**config.mk**
```make
export PLATFORM = sky130hd
export DESIGN_NAME = stage_command_selector_port
export DESIGN_NICKNAME = d
export VERILOG_FILES = /design/src/common/stage_cmd_pkg.sv /design/src/settle_timer.sv /design/src/stage_command_selector_port.sv
export SDC_FILE = /design/constraint.sdc
export NUM_CORES = 1
export LEC_CHECK = 0
export BUFFER_PORTS_ARGS = -buffer_cell sky130_fd_sc_hd__clkbuf_2
export CAP_MARGIN = 10
export CELL_PAD_IN_SITES_DETAIL_PLACEMENT = 0
export CELL_PAD_IN_SITES_GLOBAL_PLACEMENT = 1
export CORE_ASPECT_RATIO = 2
export CORE_MARGIN = 5
export CORE_UTILIZATION = 46
export CTS_CLUSTER_DIAMETER = 40
export CTS_CLUSTER_SIZE = 20
export DETAILED_ROUTE_END_ITERATION = 7
export GPL_TIMING_DRIVEN = 1
export PLACE_DENSITY = 0.95
export SYNTH_ARGS = -nofsm -noshare
export SYNTH_HDL_FRONTEND = slang
export SYNTH_SLANG_ARGS = --single-unit
```
**constraint.sdc**
```tcl
create_clock -name sys_clk -period 3.4 [get_ports sys_clk]
set_input_delay 0.51 -clock sys_clk [delete_from_list [all_inputs] [get_ports sys_clk]]
set_output_delay 0.51 -clock sys_clk [all_outputs]
set_load 0.01 [all_outputs]
```
**src/common/stage_cmd_pkg.sv**
```systemverilog
// Purpose: shared constants and types for the stage command selector port
// Assumes: 100 MHz sys_clk
// Notes:   word layout is fixed by the selector units
`default_nettype none
package stage_cmd_pkg;

  localparam int unsigned WORD_W      = 15;
  localparam int unsigned ADDR_W      = 5;
  localparam int unsigned CMD_W       = 8;
  localparam int unsigned CMD_LSB     = 0;
  localparam int unsigned ADDR_LSB    = 8;
  localparam int unsigned READ_BIT    = 13;
  localparam int unsigned RESET_BIT   = 14;
  localparam logic [14:0] SEL_RESET_VAL = 15'h0000;

  localparam int unsigned CLK_PERIOD_NS  = 10;
  localparam int unsigned SETTLE_MS      = 18;
  localparam int unsigned FIRE_HOLD_MS   = 25;
  localparam int unsigned SETTLE_CYCLES  = (SETTLE_MS * 1000000 + CLK_PERIOD_NS - 1)
                                           / CLK_PERIOD_NS;
  localparam int unsigned FIRE_CYCLES    = (FIRE_HOLD_MS * 1000000 + CLK_PERIOD_NS - 1)
                                           / CLK_PERIOD_NS;
  localparam int unsigned TIMER_W        = 22;

  typedef struct packed {
    logic       reset_cmd;
    logic       read_cmd;
    logic [4:0] stage_addr;
    logic [7:0] command;
  } selector_word_t;

  typedef struct packed {
    logic           valid;
    logic           is_read;
    selector_word_t data;
  } pio_req_t;

  typedef struct packed {
    logic       valid;
    logic [7:0] feedback;
  } pio_resp_t;

endpackage
`default_nettype wire

```
**src/settle_timer.sv**
```systemverilog
// Purpose: selector settle timer, counts cycles after each register load
// Assumes: restart is a one-cycle pulse from the same clock domain
// Notes:   elapsed saturates so it never wraps back under a limit
`timescale 1ns/1ps
`default_nettype none
module settle_timer
  import stage_cmd_pkg::*;
#(
  parameter int unsigned W = TIMER_W
)(
  input  wire logic         sys_clk,
  input  wire logic         reset_n,
  input  wire logic         restart,
  output var  logic [W-1:0] count
);

  typedef struct packed
  {
    logic [W-1:0] cnt;
  } timer_state_t;

  timer_state_t state_reg;
  timer_state_t state_next;

  always_comb
  begin
    state_next = state_reg;
    if (restart)
      state_next.cnt = '0;
    else if (state_reg.cnt != {W{1'b1}})
      state_next.cnt = state_reg.cnt + 1'b1;
  end

  always_ff @(posedge sys_clk or negedge reset_n)
  begin
    if (!reset_n)
      state_reg <= '0;
    else
      state_reg <= state_next;
  end

  assign count = state_reg.cnt;

  restart_zero_a: assert property (@(posedge sys_clk) disable iff (!reset_n)
    restart |=> count == '0)
    else $error("timer did not restart");

endmodule // settle_timer
`default_nettype wire

```
**src/stage_command_selector_port.sv**
```systemverilog
// Purpose: selector command register with complement feedback read-back
// Assumes: pins from the selector units are asynchronous to sys_clk
// Notes:   the sequence itself is run by software; this block holds and reports
`timescale 1ns/1ps
`default_nettype none

// Behaviour
// - command word is 15 bits: 5 address, 8 command, read and reset
// - whole register drives every selector unit in parallel at once
// - five address lines, one per selector unit
// - register loads from a program I/O write of 15 bits
// - at least 18 ms after a load before feedback is read (not enforced: a read is served at once, settle_done only reports the wait)
// - feedback read returns the eight returned complement bits to the computer
// - data moves only on a program I/O transfer; result held until asked
module stage_command_selector_port
  import stage_cmd_pkg::*;
#(
  parameter int unsigned SETTLE_CNT = SETTLE_CYCLES,
  parameter int unsigned FIRE_CNT   = FIRE_CYCLES
)(
  input  wire logic           sys_clk,
  input  wire logic           reset_n,
  input  wire pio_req_t       program_io_transfer,
  input  wire logic [7:0]     feedback_pins,
  output var  pio_resp_t      pio_resp,
  output var  selector_word_t selector_out,
  output var  logic           settle_done,
  output var  logic           fire_held
);

  // ****************************************
  // state
  // ****************************************
  typedef struct packed
  {
    selector_word_t sel;
    logic [7:0]     fb_meta;
    logic [7:0]     fb_sync;
    pio_resp_t      resp;
    logic           settled;
    logic           fired;
  } port_state_t;

  port_state_t          state_reg;
  port_state_t          state_next;
  logic [TIMER_W-1:0]   elapsed;
  logic                 load_pulse;
  logic                 read_pulse;

  assign load_pulse = program_io_transfer.valid && !program_io_transfer.is_read;
  assign read_pulse = program_io_transfer.valid && program_io_transfer.is_read;

  // one counter serves both waits; any write restarts it
  settle_timer #(.W(TIMER_W)) timer_u
  (
    .sys_clk (sys_clk),
    .reset_n (reset_n),
    .restart (load_pulse),
    .count   (elapsed)
  );

  // ****************************************
  // helpers
  // ****************************************
  // flag registers add one cycle, so compare against limit minus one
  function automatic logic reached(input logic [TIMER_W-1:0] cnt,
                                   input int unsigned        limit);
    return cnt >= TIMER_W'(limit - 1);
  endfunction

  // ****************************************
  // next state
  // ****************************************
  always_comb
  begin
    state_next         = state_reg;
    // two flops: the units' pins are not timed to sys_clk
    state_next.fb_meta = feedback_pins;
    state_next.fb_sync = state_reg.fb_meta;
    state_next.resp.valid = 1'b0;
    if (load_pulse)
    begin
      state_next.sel = program_io_transfer.data;
    end
    if (read_pulse)
    begin
      // bits come back as the units drive them, already complemented
      state_next.resp.valid    = 1'b1;
      state_next.resp.feedback = state_reg.fb_sync;
    end
    // status only; the 18 ms wait itself is software's to honour
    state_next.settled = !load_pulse && reached(elapsed, SETTLE_CNT);
    state_next.fired   = !load_pulse && state_reg.sel.read_cmd
                         && reached(elapsed, FIRE_CNT);
  end

  always_ff @(posedge sys_clk or negedge reset_n)
  begin
    if (!reset_n)
    begin
      state_reg     <= '0;
      state_reg.sel <= SEL_RESET_VAL;
    end
    else
      state_reg <= state_next;
  end

  // ****************************************
  // outputs
  // ****************************************
  assign selector_out = state_reg.sel;
  assign pio_resp     = state_reg.resp;
  assign settle_done  = state_reg.settled;
  assign fire_held    = state_reg.fired;

  // ****************************************
  // checks
  // ****************************************
  reg_load_a: assert property (@(posedge sys_clk) disable iff (!reset_n)
    load_pulse |=> selector_out == $past(program_io_transfer.data))
    else $error("register not loaded from write");

  reg_hold_a: assert property (@(posedge sys_clk) disable iff (!reset_n)
    !load_pulse |=> $stable(selector_out))
    else $error("register changed without a write");

  read_resp_a: assert property (@(posedge sys_clk) disable iff (!reset_n)
    (program_io_transfer.valid && program_io_transfer.is_read) |=>
      pio_resp.valid && pio_resp.feedback == $past(state_reg.fb_sync))
    else $error("feedback read wrong");

  resp_only_a: assert property (@(posedge sys_clk) disable iff (!reset_n)
    !(program_io_transfer.valid && program_io_transfer.is_read) |=> !pio_resp.valid)
    else $error("response without a read");

  settle_clear_a: assert property (@(posedge sys_clk) disable iff (!reset_n)
    load_pulse |=> !settle_done [*2])
    else $error("settle flag too early");

  settle_time_a: assert property (@(posedge sys_clk) disable iff (!reset_n)
    settle_done |-> elapsed >= TIMER_W'(SETTLE_CNT))
    else $error("settle flag before minimum");

  fire_time_a: assert property (@(posedge sys_clk) disable iff (!reset_n)
    fire_held |-> selector_out.read_cmd && elapsed >= TIMER_W'(FIRE_CNT))
    else $error("fire hold flag wrong");

  fanout_a: assert property (@(posedge sys_clk) disable iff (!reset_n)
    load_pulse |=> selector_out[RESET_BIT] == $past(program_io_transfer.data.reset_cmd)
                   && selector_out[READ_BIT] == $past(program_io_transfer.data.read_cmd))
    else $error("control bits not sent to the units");

  layout_a: assert property (@(posedge sys_clk) disable iff (!reset_n)
    load_pulse |=> selector_out[ADDR_LSB +: ADDR_W] == $past(program_io_transfer.data.stage_addr)
                   && selector_out[CMD_LSB +: CMD_W] == $past(program_io_transfer.data.command))
    else $error("word fields out of place");

  read_keep_a: assert property (@(posedge sys_clk) disable iff (!reset_n)
    read_pulse |=> selector_out == $past(selector_out))
    else $error("register disturbed by a read");

  // a result is held for software, so it may be read late or twice
  resp_hold_a: assert property (@(posedge sys_clk) disable iff (!reset_n)
    !read_pulse |=> $stable(pio_resp.feedback))
    else $error("feedback changed without a read");

  sync_depth_a: assert property (@(posedge sys_clk) disable iff (!reset_n)
    pio_resp.valid |-> pio_resp.feedback == $past(state_reg.fb_meta, 2))
    else $error("feedback not taken through two flops");

  meta_in_a: assert property (@(posedge sys_clk) disable iff (!reset_n)
    1'b1 |=> state_reg.fb_meta == $past(feedback_pins))
    else $error("feedback pins not captured");

  // ****************************************
  // checks: timers
  // ****************************************
  // each flag rises at one timer count and falls only on a write
  settle_hold_a: assert property (@(posedge sys_clk) disable iff (!reset_n)
    settle_done && !load_pulse |=> settle_done)
    else $error("settle flag dropped without a write");

  settle_rise_a: assert property (@(posedge sys_clk) disable iff (!reset_n)
    !load_pulse && elapsed == TIMER_W'(SETTLE_CNT - 1) |=> settle_done)
    else $error("settle flag late");

  fire_clear_a: assert property (@(posedge sys_clk) disable iff (!reset_n)
    load_pulse |=> !fire_held)
    else $error("fire hold flag survived a write");

  fire_rise_a: assert property (@(posedge sys_clk) disable iff (!reset_n)
    !load_pulse && selector_out.read_cmd && elapsed == TIMER_W'(FIRE_CNT - 1)
      |=> fire_held)
    else $error("fire hold flag late");

  fire_need_a: assert property (@(posedge sys_clk) disable iff (!reset_n)
    !selector_out.read_cmd |=> !fire_held)
    else $error("fire hold flag without read bit");

  fire_keep_a: assert property (@(posedge sys_clk) disable iff (!reset_n)
    fire_held && !load_pulse |=> fire_held)
    else $error("fire hold flag dropped without a write");

  load_cov_c:   cover property (@(posedge sys_clk) load_pulse);
  read_cov_c:   cover property (@(posedge sys_clk) pio_resp.valid);
  settle_cov_c: cover property (@(posedge sys_clk) settle_done);
  fire_cov_c:   cover property (@(posedge sys_clk) fire_held);
  retry_cov_c:  cover property (@(posedge sys_clk) load_pulse && program_io_transfer.data.reset_cmd);

endmodule // stage_command_selector_port
`default_nettype wire

```
# [Word level (Yosys, flattened, before mapping)]
# Index checks and enable logic that the tools add are counted.
[totals] word_cells=26 ff_bits=64 latchBits=0 romBits=0 input_bits=27 n_memories=0 mem_bits_rw=0 output_inout_bits=26
[op_classes] mul=0 div=0 magnitude_cmp=2 n_reduce_logical=8 n_eq_ne=1 muxes=3 bitwise_logic=0 shift=0 add_sub_neg=1
[ops] op="22-bit two-way mux" n=2
[ops] op="22-bit by 1-bit adder with 22-bit output, second input constant" n=1
[ops] op="22-bit by 21-bit greater-or-equal comparator with 1-bit output, second input constant" n=1
[ops] op="22-bit greater-or-equal comparator, second input constant" n=1
[ops] op="22-bit inequality test, second input constant" n=1
[ops] op="9-bit two-way mux" n=1
[ops] op="1-bit logical AND" n=5
[ops] op="1-bit zero test" n=2
[ops] op="2-bit nonzero test" n=1

# [Depth between registers and ports, before layout]
[logic_depth] ltp_word=5 depth_mapped=8 ltp_nobuf=5

# [Modules after synthesis]
# Synthesis repeated with hierarchy kept, for this count alone.
[unflattened] cells_unflattened=243 area_unflattened_um2=2912.8
[by_module_without_submodules] mod="stage_command_selector_port" area_each_um2=1690.4 n_inst=1 cells_per_inst=118
[by_module_without_submodules] mod="settle_timer" area_each_um2=1222.4 n_inst=1 cells_per_inst=125

# [Worst setup path before layout]
# OpenSTA, ideal clock, no wires.
[synth_path] path_type="reg2reg" startpoint="reg timer_u.state_reg, in the netlist timer_u.count[0]" endpoint="reg timer_u.state_reg, in the netlist timer_u.count[8]" arrival_ns=1.666 path_stages_with_launch=9 setup_ns=0.079 setup_slack_ns=1.655 cell_sequence="dfrtp_1 -> ha_1 -> and2_1 -> clkbuf_1 -> and4_1 -> buf_2 -> buf_4 -> a21oi_1 -> mux2i_1"
[synth_between] elab_chain_len=3 elab_cells_between_ends=5 classes_between="add/sub (1); eq/ne (1); mux (2); reduce/logical (1)"
[synth_lines] element="from (decl)" line="settle_timer.sv:22" source="timer_state_t state_reg;"
[synth_lines] element="from (signal assigned)" line="settle_timer.sv:39" source="state_reg <= state_next;"
[synth_lines] element="22-bit by 1-bit adder with 22-bit output" line="settle_timer.sv:31" source="state_next.cnt = state_reg.cnt + 1'b1;"
[synth_lines] element="22-bit two-way mux" line="settle_timer.sv:30" source="else if (state_reg.cnt != {W{1'b1}})"
[synth_lines] element="22-bit two-way mux" line="settle_timer.sv:28" source="if (restart)"
# Parallel ways exist; a longest one is shown, timed or not. The select of a mux whose other input is x is not followed.
# A chain may end at the register's enable or synchronous reset.

# [Worst setup path in the final report]
[layout_path] startpoint="reg timer_u.state_reg, in the netlist timer_u.count[1]" endpoint="reg timer_u.state_reg, in the netlist timer_u.count[18]"
# Same word-level chain as after synthesis.

==> flow_metrics.py <==
metrics = {
    "outcome": {
        "status": "completed",
    },
    "setup_path": {
        "rr_startpoint": "timer_u.count[1]",
        "cp.arrival_ns": 2.35,
        "r2r_end": "timer_u.count[18]",
        "critPathMaxFanout": 13,
        "path_cells": "ha_1, and2_1, nand4_1, or4_1, a21oi_1",
        "r2r_slack_ns": 1.30,
        "crit_path_max_incr_delay_ns": 0.64,
        "start_kind": "flip-flop",
        "crit_slowest_cell": "or4_1",
        "crit_type": "reg -> reg",
        "reg2reg_depth": 5,
        "required_ns": 3.65,
        "cp-end-kind": "flip-flop",
    },
    "power_and_ir_drop": {
        "power_density_nw_per_um2": 552,
        "finalPower_uw": 1890,
        "p_leak_uw": 0.00162,
        "internal-power_uw": 1420,
        "comb_power_share": 0.098,
        "ir_worst_vdd_v": 0.000249,
        "pwr-share-clk": 0.443,
        "switching_share": 0.249,
        "net-switching-power_uw": 469,
        "power_frac_seq": 0.459,
    },
    "finish": {
        "area_delta_synth_final_pct": 13.0,
        "nNetsFinal": 351,
        "layout-drive-gt1-share": 0.256,
        "largest_reg_flops": 22,
        "mostFrequentLayoutCell": "nand2_1",
        "antenna_cells": 0,
        "fillers": 589,
        "fin_cells": 414,
        "mostFrequentLayoutCells": "69 x nand2_1, 64 x dfrtp_1, 52 x clkbuf_2",
    },
    "clock_network": {
        "cts_htree_levels": 3,
        "root_buffer": "clkbuf_16",
        "cts_tree": "yes",
        "cts.clk_slew.worst_paths_ns": 0.06,
        "post_cts_buffers": 0,
        "clockBufferDepth": 2,
        "cts_buffers": 9,
        "cts_resized": 0,
        "clock-sinks": 64,
        "ctsHoldBuffers": 0,
        "clk_latency_ns": 0.33,
    },
    "timing": {
        "max_freq_mhz": 477,
        "worst_slew_pin_slew_ns": 1.14,
        "grt_setup_unrepaired": "false",
        "slew_headroom": 0.238,
        "finClkSkew_ns": 0.00774,
        "setup_tns_ns": 0,
        "finalHoldViolations": 0,
        "drv_slew": 0,
        "finalCritPeriodShare": 0.616,
        "whs_ns": 0.152,
        "setup_viol": 0,
        "min_period_ns": 2.10,
    },
    "routing": {
        "ant_nets": 0,
        "vias": 2233,
        "drc_errors": 0,
        "via_per_inst": 5.39,
        "drt_iter0_markers": 107,
        "routed_wl_um": 6370,
        "first_pass_iters": 4,
        "wl_per_cell_um": 15.4,
    },
    "grt": {
        "first_global_vias": 2176,
        "grt_usage": 0.173,
        "antenna_found_initial": 0,
        "grt_start_max_net_pins": 45,
        "grt_pass1_wl_um": 10800,
        "gr-total-overflow": 0,
    },
    "place": {
        "dp.cells": 398,
        "dp_hpwl_um": 4510,
        "port_buffers": 52,
        "routabilityCongestion": 0.836,
    },
    "die": {
        "dieWidth_um": 67.3,
        "dieArea_um2": 8390,
        "initial_core_util": 0.475,
        "fp-row-count": 41,
        "coreArea_um2": 6360,
        "ios": 53,
        "fp.dieH_um": 125,
    },
    "job": {
        "cap_viol_max_count": 0,
    },
    "yosys": {
        "synth.distinct_cells": 41,
        "syn-num-nets": 326,
        "synth_area_um2": 3020,
        "postSynthCellCount": 298,
        "synth_seq_cells": 64,
        "syn_avg_cell_area_um2": 10.1,
        "ys_seq_area_frac": 0.530,
        "yosysWarnings": 0,
    },
    "worst_hold_path": {
        "hold_path_class": "in -> async",
    },
}
-- per-stage QoR --
step | worst slack [ns] | util | cell area, um2
global placement | 1.35 | 0.494 | 3140
CTS | 1.30 | 0.537 | 3420
floorplan | 1.65 | - | 3020
global route | 1.08 | 0.537 | 3420
finish | 1.30 | 0.537 | 3420
detailed placement | 1.31 | 0.494 | 3140
-- cells by family (layout without fill, tap and decap cells) --
logic type	count (synthesis)	count (layout)	synth area share
AOI/OAI and AO/OA	45	45	0.110
adders and majority gates	1	1	0.00414
buffers and inverters	45	75	0.0944
DFF	64	64	0.530
muxes	17	17	0.0596
and+or+nand+nor	126	126	0.202
-- cell usage after synthesis --
library cell,n,share of area
buf_4,26,0.065
a21boi_0,1,0.0025
nand3_1,10,0.017
nand2b_1,10,0.021
mux2_2,8,0.030
a31oi_1,1,0.0021
a2111oi_2,3,0.015
a31o_2,1,0.0029
o31ai_1,1,0.0025
or4_1,1,0.0025
and3_1,6,0.012
nand4_2,1,0.0041
a2111o_1,4,0.015
clkbuf_1,9,0.011
nor3_1,6,0.0099
nor4_1,2,0.0041
or3_1,1,0.0021
buf_2,3,0.0050
mux2i_1,9,0.030
o211ai_1,1,0.0025
inv_1,5,0.0062
dfrtp_1,64,0.53
and4_4,1,0.0037
o21ai_0,7,0.012
nand2_1,69,0.086
nand4_1,8,0.017
o31a_1,2,0.0058
o21ai_1,4,0.0066
nor2_1,2,0.0025
nor2b_1,1,0.0021
o21a_1,2,0.0050
o311a_1,1,0.0033
a221oi_1,1,0.0029
a2111oi_0,1,0.0029
and4_1,3,0.0087
and2_1,5,0.010
ha_1,1,0.0041
a211oi_1,4,0.0099
buf_6,2,0.0075
a21oi_1,10,0.017
a211o_1,1,0.0029
-- critical path: cells and delay by family (launching register included) --
kind	cells	cell delay (ns)
AOI/OAI and AO/OA	1	0.14
DFF	1	0.37
adders and majority gates	1	0.17
and+or+nand+nor	3	1.33
-- worst max-delay path by stage --
stage | startpoint | end | slack, ns | cells after the start
final | timer_u.count[1] | timer_u.count[18] | 1.30 | 5
after CTS | timer_u.count[0] | timer_u.count[18] | 1.30 | 5
after global routing | timer_u.count[0] | timer_u.count[18] | 1.08 | 5
after detailed placement | timer_u.count[0] | timer_u.count[18] | 1.31 | 5
after floorplan | timer_u.count[0] | timer_u.count[8] | 1.65 | 8
after global placement | program_io_transfer[15] | selector_out[9] | 1.35 | 5
-- power groups by stage --
stage | Combinational, uW | Sequential [uW] | Clock [uW]
finish | 184 | 866 | 835
CTS | 189 | 867 | 852
global route | 209 | 874 | 887
floorplan | 154 | 866 | 0
global placement | 183 | 873 | 0
detailed placement | 187 | 879 | 0
-- final cells by class --
type                       count  area (um2)  area share
inverter                       5        18.8     0.00549
sequential                    64        1600       0.469
clock inverter                 5        32.5     0.00952
clock buffer                  11         243      0.0711
multi-input combinational    189        1140       0.333
timing repair buffer          54         275      0.0806
tap                           86         108      0.0315
-- metal layers --
layer	GRT usage	wire [um]
met1	0.181	2310
met2	0.298	3560
met4	0.0933	193
met5	0	0
met3	0.0505	305
No activity file was read; power rests on OpenSTA's default activity.
